[config.mk]
export PLATFORM = sky130hd
export DESIGN_NAME = t3_timer
export DESIGN_NICKNAME = d
export VERILOG_FILES = /design/src/pkg/t3_pkg.sv /design/src/pkg/t3_tick_if.sv /design/src/hw/t3_tick_gen.sv /design/src/hw/t3_timer.sv
export SDC_FILE = /design/constraint.sdc
export NUM_CORES = 1
export LEC_CHECK = 0
export BUFFER_PORTS_ARGS = -buffer_cell sky130_fd_sc_hd__buf_2
export CORE_MARGIN = 1
export CORE_UTILIZATION = 55
export DETAILED_ROUTE_END_ITERATION = 10
export PLACE_DENSITY_LB_ADDON = 0.25
export SYNTH_ARGS = -nofsm -noshare
export SYNTH_HDL_FRONTEND = slang
export SYNTH_SLANG_ARGS = --single-unit
[constraint.sdc]
create_clock -name clk -period 1.9 [get_ports clk]
set_input_delay 0.095 -clock clk [delete_from_list [all_inputs] [get_ports clk]]
set_output_delay 0.095 -clock clk [all_outputs]
set_load 0.005 [all_outputs]
[src/pkg/t3_pkg.sv]
/*
  Constants and types shared by the timer 3 design files.
  Assumes a byte-wide special function register port and one system clock.
*/
// Function
// - Split bytes count on system clock when own select is 1, else external select.
// - Split mode sets high overflow flag when high byte overflows from 0xFF and reloads.
// - Low overflow flag sets on every low byte wrap, whatever the mode.
// - With timer interrupts enabled, each high byte overflow requests an interrupt.
// - With low-byte enable also set, either byte overflow requests an interrupt.
// - Hardware never clears either overflow flag; only software writes clear them.
// - Capture enable bit set puts the 16-bit counter in period-capture mode.
// - Capture fires on comparator 1 rising edge or every 8 oscillator cycles.
// - Capture copies counter into reload pair and sets high overflow flag.
// - Select codes 00 and 01 trigger on comparator; 10 and 11 on oscillator/8.
// - Split bit 0 gives one 16-bit timer, 1 gives two 8-bit timers.
// - In 16-bit mode high flag sets when counter overflows from 0xFFFF and reloads.
// - External sources are synchronised to the system clock before use.
// - In 16-bit mode overflow loads the reload pair into the counter.
// - In split mode each byte reloads from its own reload byte on overflow.
// - Interrupt requests count only while the global timer enable is set.
package t3_pkg;
  typedef logic [7:0] t3_byte_t;
  // ----------------------------------------------------------------------
  // Register offsets
  // ----------------------------------------------------------------------
  localparam t3_byte_t T3_CTRL_OFS = 8'h91;
  localparam t3_byte_t T3_RLL_OFS = 8'h92;
  localparam t3_byte_t T3_RLH_OFS = 8'h93;
  localparam t3_byte_t T3_CNTL_OFS = 8'h94;
  localparam t3_byte_t T3_CNTH_OFS = 8'h95;
  // ----------------------------------------------------------------------
  // Control register fields and reset values
  // ----------------------------------------------------------------------
  localparam int T3_HF_BIT = 7;
  localparam int T3_LF_BIT = 6;
  localparam int T3_LEN_BIT = 5;
  localparam int T3_CEN_BIT = 4;
  localparam int T3_SPLIT_BIT = 3;
  localparam int T3_RUN_BIT = 2;
  localparam int T3_XCLK_HI_BIT = 1;
  localparam int T3_XCLK_LO_BIT = 0;
  localparam t3_byte_t T3_CTRL_RST = 8'h00;
  localparam t3_byte_t T3_BYTE_RST = 8'h00;
  localparam t3_byte_t T3_BYTE_MAX = 8'hff;
  localparam logic [15:0] T3_WORD_MAX = 16'hffff;
  // ----------------------------------------------------------------------
  // External clock select codes and dividers
  // ----------------------------------------------------------------------
  localparam logic [1:0] T3_XCLK_EXT8 = 2'b01;
  localparam logic [1:0] T3_XCLK_CMP = 2'b11;
  localparam int T3_SYS_DIV = 12;
  localparam int T3_EXT_DIV = 8;
endpackage

[src/pkg/t3_tick_if.sv]
/*
  Tick strobes passed from the source conditioner to the timer core.
  Assumes both ends run on the same system clock.
*/
`timescale 1ns/1ns
`default_nettype none
interface t3_tick_if;
  logic div12_tick;
  logic ext8_tick;
  logic cmp_rise;
  modport gen (output div12_tick, output ext8_tick, output cmp_rise);
  modport use_side (input div12_tick, input ext8_tick, input cmp_rise);
endinterface
`default_nettype wire

[src/hw/t3_tick_gen.sv]
/*
  Conditions the timer clock sources: system clock prescaler, external
  oscillator divider and comparator edge detector, all as one-cycle ticks.
  Assumes raw pins may change at any time relative to the system clock.
*/
`timescale 1ns/1ns
`default_nettype none
module t3_tick_gen #(
  parameter int SYS_DIV = t3_pkg::T3_SYS_DIV,
  parameter int EXT_DIV = t3_pkg::T3_EXT_DIV
) (
  input wire logic clk,
  input wire logic rst_n_sync,
  input wire logic ext_osc_in,
  input wire logic comp1_in,
  t3_tick_if.gen ticks
);
  import t3_pkg::*;
  localparam int PW = $clog2(SYS_DIV);
  localparam int EW = $clog2(EXT_DIV);

  typedef struct packed {
    logic cmp_meta;
    logic cmp_sync;
    logic cmp_dly;
    logic osc_meta;
    logic osc_sync;
    logic osc_dly;
    logic [PW-1:0] pre;
    logic [EW-1:0] ext;
    logic div12;
    logic ext8;
    logic rise;
  } t3_gen_s;

  t3_gen_s gen_reg;
  t3_gen_s gen_next;

  // ----------------------------------------------------------------------
  // Source conditioning
  // ----------------------------------------------------------------------
  always_comb
  begin
    gen_next = gen_reg;
    // Two-stage synchronisers; only the second stage feeds edge logic.
    gen_next.cmp_meta = comp1_in;
    gen_next.cmp_sync = gen_reg.cmp_meta;
    gen_next.cmp_dly = gen_reg.cmp_sync;
    gen_next.osc_meta = ext_osc_in;
    gen_next.osc_sync = gen_reg.osc_meta;
    gen_next.osc_dly = gen_reg.osc_sync;
    gen_next.rise = gen_reg.cmp_sync & ~gen_reg.cmp_dly;
    gen_next.div12 = (gen_reg.pre == PW'(SYS_DIV - 1));
    gen_next.pre = gen_next.div12 ? '0 : gen_reg.pre + PW'(1);
    gen_next.ext8 = 1'b0;
    if (gen_reg.osc_sync & ~gen_reg.osc_dly)
    begin
      gen_next.ext8 = (gen_reg.ext == EW'(EXT_DIV - 1));
      gen_next.ext = gen_next.ext8 ? '0 : gen_reg.ext + EW'(1);
    end
  end

  always_ff @(posedge clk or negedge rst_n_sync)
  begin
    if (!rst_n_sync)
      gen_reg <= '0;
    else
      gen_reg <= gen_next;
  end

  assign ticks.div12_tick = gen_reg.div12;
  assign ticks.ext8_tick = gen_reg.ext8;
  assign ticks.cmp_rise = gen_reg.rise;
endmodule
`default_nettype wire

[src/hw/t3_timer.sv]
/*
  Timer 3 core: 16-bit auto-reload, split 8-bit auto-reload and period
  capture modes, with the control, reload and counter byte registers.
  Assumes a synchronous byte-wide register port and that the clock-select
  bits and the global interrupt enable arrive as plain levels.
*/
`timescale 1ns/1ns
`default_nettype none
module t3_timer (
  input wire logic clk,
  input wire logic rstn,
  input wire t3_pkg::t3_byte_t sfr_addr,
  input wire t3_pkg::t3_byte_t sfr_wdata,
  input wire logic sfr_wr,
  input wire logic sfr_rd,
  output t3_pkg::t3_byte_t sfr_rdata,
  input wire logic high_byte_clock_select,
  input wire logic low_byte_clock_select,
  input wire logic timer_irq_global_enable,
  input wire logic ext_osc_in,
  input wire logic comp1_in,
  output logic timer_irq
);
  import t3_pkg::*;

  typedef struct packed {
    t3_byte_t ctrl;
    logic [15:0] reload;
    logic [15:0] count;
    t3_byte_t rdata;
    logic irq;
  } t3_state_s;

  t3_state_s state_reg;
  t3_state_s state_next;
  logic rst_meta_reg;
  logic rst_sync_reg;
  logic tick_low;
  logic tick_high;
  logic cap_trig;
  logic high_set;
  logic low_set;

  t3_tick_if ticks ();

  // ----------------------------------------------------------------------
  // Reset release
  // ----------------------------------------------------------------------
  always_ff @(posedge clk or negedge rstn)
  begin
    if (!rstn)
    begin
      rst_meta_reg <= 1'b0;
      rst_sync_reg <= 1'b0;
    end
    else
    begin
      rst_meta_reg <= 1'b1;
      rst_sync_reg <= rst_meta_reg;
    end
  end

  t3_tick_gen u_tick_gen (
    .clk(clk),
    .rst_n_sync(rst_sync_reg),
    .ext_osc_in(ext_osc_in),
    .comp1_in(comp1_in),
    .ticks(ticks)
  );

  // ----------------------------------------------------------------------
  // Clock source selection
  // ----------------------------------------------------------------------
  // A select of 1 counts every system clock; otherwise the external select
  // field picks the shared source, so both bytes see the same external tick.
  function automatic logic pick_tick(
    input logic sys_sel,
    input logic [1:0] xclk,
    input logic div12,
    input logic ext8,
    input logic rise
  );
    logic t;
    t = div12;
    if (sys_sel)
      t = 1'b1;
    else if (xclk == T3_XCLK_EXT8)
      t = ext8;
    else if (xclk == T3_XCLK_CMP)
      t = rise;
    return t;
  endfunction

  always_comb
  begin
    tick_low = pick_tick(low_byte_clock_select,
      state_reg.ctrl[T3_XCLK_HI_BIT:T3_XCLK_LO_BIT], ticks.div12_tick,
      ticks.ext8_tick, ticks.cmp_rise);
    tick_high = pick_tick(high_byte_clock_select,
      state_reg.ctrl[T3_XCLK_HI_BIT:T3_XCLK_LO_BIT], ticks.div12_tick,
      ticks.ext8_tick, ticks.cmp_rise);
    cap_trig = state_reg.ctrl[T3_XCLK_HI_BIT] ? ticks.ext8_tick
      : ticks.cmp_rise;
  end

  // ----------------------------------------------------------------------
  // Counting, capture and register access
  // ----------------------------------------------------------------------
  always_comb
  begin
    state_next = state_reg;
    high_set = 1'b0;
    low_set = 1'b0;
    if (state_reg.ctrl[T3_CEN_BIT])
    begin
      // Capture mode runs the counter freely over all 16 bits.
      if (state_reg.ctrl[T3_RUN_BIT] && tick_low)
      begin
        state_next.count = state_reg.count + 16'h0001;
        low_set = (state_reg.count[7:0] == T3_BYTE_MAX);
        high_set = (state_reg.count == T3_WORD_MAX);
      end
      if (cap_trig)
      begin
        state_next.reload = state_reg.count;
        high_set = 1'b1;
      end
    end
    else if (!state_reg.ctrl[T3_SPLIT_BIT])
    begin
      if (state_reg.ctrl[T3_RUN_BIT] && tick_low)
      begin
        if (state_reg.count == T3_WORD_MAX)
        begin
          state_next.count = state_reg.reload;
          high_set = 1'b1;
          low_set = 1'b1;
        end
        else
        begin
          state_next.count = state_reg.count + 16'h0001;
          low_set = (state_reg.count[7:0] == T3_BYTE_MAX);
        end
      end
    end
    else
    begin
      // The low byte ignores the run bit in split mode.
      if (tick_low)
      begin
        if (state_reg.count[7:0] == T3_BYTE_MAX)
        begin
          state_next.count[7:0] = state_reg.reload[7:0];
          low_set = 1'b1;
        end
        else
          state_next.count[7:0] = state_reg.count[7:0] + 8'h01;
      end
      if (state_reg.ctrl[T3_RUN_BIT] && tick_high)
      begin
        if (state_reg.count[15:8] == T3_BYTE_MAX)
        begin
          state_next.count[15:8] = state_reg.reload[15:8];
          high_set = 1'b1;
        end
        else
          state_next.count[15:8] = state_reg.count[15:8] + 8'h01;
      end
    end
    // A software write to a data byte overrides the same-cycle count.
    if (sfr_wr)
    begin
      unique case (sfr_addr)
        T3_CTRL_OFS: state_next.ctrl = sfr_wdata;
        T3_RLL_OFS: state_next.reload[7:0] = sfr_wdata;
        T3_RLH_OFS: state_next.reload[15:8] = sfr_wdata;
        T3_CNTL_OFS: state_next.count[7:0] = sfr_wdata;
        T3_CNTH_OFS: state_next.count[15:8] = sfr_wdata;
        default: ;
      endcase
    end
    // Flags are only ever set here; clearing is left to software.
    state_next.ctrl[T3_HF_BIT] = state_next.ctrl[T3_HF_BIT] | high_set;
    state_next.ctrl[T3_LF_BIT] = state_next.ctrl[T3_LF_BIT] | low_set;
    state_next.irq = timer_irq_global_enable
      & (state_reg.ctrl[T3_HF_BIT]
      | (state_reg.ctrl[T3_LEN_BIT] & state_reg.ctrl[T3_LF_BIT]));
    state_next.rdata = T3_BYTE_RST;
    if (sfr_rd)
    begin
      unique case (sfr_addr)
        T3_CTRL_OFS: state_next.rdata = state_reg.ctrl;
        T3_RLL_OFS: state_next.rdata = state_reg.reload[7:0];
        T3_RLH_OFS: state_next.rdata = state_reg.reload[15:8];
        T3_CNTL_OFS: state_next.rdata = state_reg.count[7:0];
        T3_CNTH_OFS: state_next.rdata = state_reg.count[15:8];
        default: state_next.rdata = T3_BYTE_RST;
      endcase
    end
  end

  always_ff @(posedge clk or negedge rst_sync_reg)
  begin
    if (!rst_sync_reg)
    begin
      state_reg.ctrl <= T3_CTRL_RST;
      state_reg.reload <= {T3_BYTE_RST, T3_BYTE_RST};
      state_reg.count <= {T3_BYTE_RST, T3_BYTE_RST};
      state_reg.rdata <= T3_BYTE_RST;
      state_reg.irq <= 1'b0;
    end
    else
      state_reg <= state_next;
  end

  assign sfr_rdata = state_reg.rdata;
  assign timer_irq = state_reg.irq;
endmodule
`default_nettype wire

==> impl_metrics.py <==
metrics = {
    "clock_network": {
        "clock_insertion_delay_worst_skew_ns": 0.36,
        "cts.clk_slew.worst_paths_ns": 0.09,
        "cts_htree_levels": 3,
        "cts_tree": "yes",
        "cts_made_buffers": 9,
        "clk_path_buf_depth": 2,
        "clockRootBuffer": "clkbuf_8",
        "cts.sinks": 67,
    },
    "global_route": {
        "number_of_global_route_vias_before_repair": 4454,
        "grt_busiest_layer": "met2",
        "maximum_number_of_pins_on_one_net_before_global_route_repair": 28,
        "globalRouteTotalUtil_pct": 38.5,
        "overflow": 0,
        "routing_usage_on_met2_pct": 61.3,
        "initial_antenna_violation_count": 0,
        "gr-usage-met1_pct": 49.9,
        "first_pass_grt_wire_length_um": 24000,
        "met3_usage_pct": 7.41,
    },
    "placed_design": {
        "routabilityCongestion": 1.06,
        "dpl_cell_area_um2": 5130,
        "numPortBuffers": 33,
        "dpl.hpwl_um": 11200,
        "dp_cells": 662,
    },
    "sta": {
        "setup_repair_after_global_routing_missed_its_margin": "yes",
        "timing.clock.skew_ns": 0.0108,
        "worst_slack_ns": -0.100,
        "finalSetupViolCount": 8,
        "fmax_mhz": 500,
        "pins_over_slew_limit": 0,
        "report.final.hold_viol_count": 0,
        "post-route-period-util_pct": 105,
        "final.setup.tns_ns": -0.379,
        "timing_worst_slew_pin_value_ns": 1.10,
        "layout_min_cycle_time_ns": 2.00,
        "max_slew_margin_pct": 25.4,
    },
    "power": {
        "pwr-share-clk_pct": 25.3,
        "total_power_mw": 5.06,
        "power.switching_fraction_pct": 37.1,
        "power.combinational.fraction_pct": 33.5,
        "intPower_mw": 3.18,
        "seqPwrFrac_pct": 41.3,
        "total_switching_power_mw": 1.88,
        "irDropWorstVdd_uv": 611,
        "cell_leakage_power_nw": 2.53,
        "power_density_nw_per_um2": 874,
    },
    "synthesis": {
        "post_synth_main_area_contributors": "dfrtp_1 39%, a21oi_1 4.5%, nand2_1 4.2%",
        "count_leader_synth": "dfrtp_1",
        "yosys_register_bits": 67,
        "post_synth.cell_area_avg_um2": 8.78,
        "synth_top_area_share_pct": 38.7,
        "synthFlopType": "dfrtp_1",
        "yosys_top_cell_by_area": "dfrtp_1",
        "post_synth_most_frequent_cells": "67 x dfrtp_1, 49 x nand2_1, 39 x a21oi_1",
        "asyncSetResetFlopFracSynth_pct": 100,
        "ys_warn_count": 0,
        "postSynthNetCount": 523,
        "synth_sequential_area_ratio_pct": 38.7,
        "post_syn_area_um2": 4330,
        "synth-edff-count": 0,
        "synth_instances": 493,
        "post_synth_num_cell_types": 68,
    },
    "critical_path": {
        "path_depth": 6,
        "path_cells": "mux2i_4, a21boi_4, a22oi_4, nor3_2, mux2_4, a221o_1",
        "critical_path.reg2reg.startpoint": "state_reg[42]",
        "timing.critical_path.from_type": "flip-flop",
        "crit_family": "compound AO/OA/AOI/OAI gates",
        "worstSetupEndpointType": "flip-flop",
        "crit-reg2reg-capture": "state_reg[23]",
        "worst_ep_arrival_time_ns": 2.24,
        "critPathLaunch": "state_reg[42]",
        "worstPathBufferInverterCount": 0,
        "timing.setup.critical_path_class": "reg2reg",
        "worst_r2r_path_depth": 6,
        "timing.critical_path.slowest_cell_delay_ns": 0.46,
        "timing.reg2reg.setup_slack_ns": -0.10,
        "worst_ep_required_time_ns": 2.14,
        "cp-endpoint": "state_reg[23]",
        "timing.critical_path.slowest_stage_cell": "dfrtp_2",
        "path_max_fanout": 5,
    },
    "routing": {
        "drt.antenna.violating_nets": 0,
        "vias_per_cell": 6.72,
        "initialDrtViolationCount": 552,
        "detail_route.wl_per_cell_um": 22.7,
        "firstDrtPassIters": 7,
        "drt-total-wl_um": 15900,
        "route.vias.total": 4717,
        "drt_drc_violations_left": 0,
    },
    "final_layout": {
        "largest_register_ffs": 40,
        "layout-area-overhead-vs-synth_pct": 33.7,
        "instances_no_fill": 702,
        "postLayoutCellArea_um2": 5790,
        "nets_final": 628,
        "antenna_cells_inserted": 0,
        "drive_above_1_share_pct": 37.5,
    },
    "die": {
        "placementRows": 31,
        "ioPinCount": 34,
        "fp.dieW_um": 90.7,
        "die_area_um2": 8230,
        "design.core.area_um2": 7450,
        "floorplan.initialDensity_pct": 58.1,
        "die-height_um": 90.7,
    },
    "run_status": {
        "violations_in_the_final_reports": "negative setup slack",
        "run_status": "finished, violations left",
    },
    "worst_hold_path": {
        "hold-path-cell-count": 3,
        "holdCritPathClass": "in2reg",
    },
    "flow_run": {
        "drv_cap": 0,
    },
}
[cells by family after synthesis]
| group | Yosys count | synth area share [%] |
|---|---|---|
| xor+xnor | 7 | 1.42 |
| compound gates | 158 | 24.3 |
| flops | 67 | 38.7 |
| mux | 31 | 7.75 |
| fa+ha+maj | 5 | 1.45 |
| other cells | 1 | 0.0866 |
| simple gates | 169 | 20.1 |
| buf+inv | 55 | 6.19 |
[layer usage]
| metal | part of all wire, % | vias to the layer above |
|---|---|---|
| met5 | 0 | - |
| met4 | 6.3 | 0 |
| met3 | 11 | 84 |
| met2 | 46 | 364 |
| met1 | 37 | 2226 |
| li1 | - | 2043 |
[tightest hold or removal path, cell delays in order]
cell and delay (ns):
buf_2 0.14, nand2_1 0.06, o21ai_1 0.05
[how the worst min path moves through the flow]
stage                  from       endpoint  slack, ns
6_report       sfr_wdata[3]  state_reg[36]       0.03
3_3_place_gp           rstn   rst_meta_reg      -0.12
5_1_grt        sfr_wdata[3]  state_reg[36]       0.04
2_1_floorplan          rstn   rst_meta_reg      -0.20
3_5_place_dp           rstn   rst_meta_reg      -0.11
4_1_cts        sfr_wdata[3]  state_reg[36]       0.03
[through the flow]
step	hold WS [ns]	utilization [%]	worst slack (ns)
2_1_floorplan	-0.201	-	-0.111
3_3_place_gp	-0.121	68.9	-0.0750
3_5_place_dp	-0.113	68.9	-0.146
4_1_cts	0.0291	73.5	-0.0627
5_1_grt	0.0386	77.7	-0.147
6_report	0.0294	77.7	-0.100
[layout by cell type, fill, tap and decap left out, drive strengths merged, types with 4 or more instances in the layout]
cell type,n
nor3b,5
o21ai,42
nand4,7
dlygate4sd3,4
nand2,49
nor2b,6
a21oi,39
nor3,12
ha,5
mux2i,17
xnor2,6
mux2,14
buf,139
a22oi,10
and2,5
a31oi,13
inv,9
nand3,23
nand2b,6
a222oi,8
and3,7
a221oi,4
clkbuf,9
nor2,34
o22ai,4
dfrtp,67
nor4,4
[power groups by stage]
stage                     Sequential, mW  Combinational, mW  Clock (mW)
after global placement              2.07               1.41           0
after global routing                2.11               1.81        1.35
final                               2.09               1.69        1.28
after detailed placement            2.08               1.44           0
after floorplan                     1.94              0.887           0
after CTS                           2.05               1.53        1.28
[cell type report]
class	instances	area [um^2]
tap	99	124
clock buffer	9	124
timing repair buffer	143	1080
multi-input combinational	371	2670
sequential	67	1690
clock inverter	7	82.6
fill	516	1660
inverter	6	22.5
[what timing repair did]
action,CTS,global route
setup buffers,3,16
hold buffers,4,0
hold endpoints to repair,5,0
pin swaps,6,26
endpoints found under the setup margin,12,16
gates resized for setup,20,47
gates cloned,0,1
No activity file was read; power rests on OpenSTA's default activity.
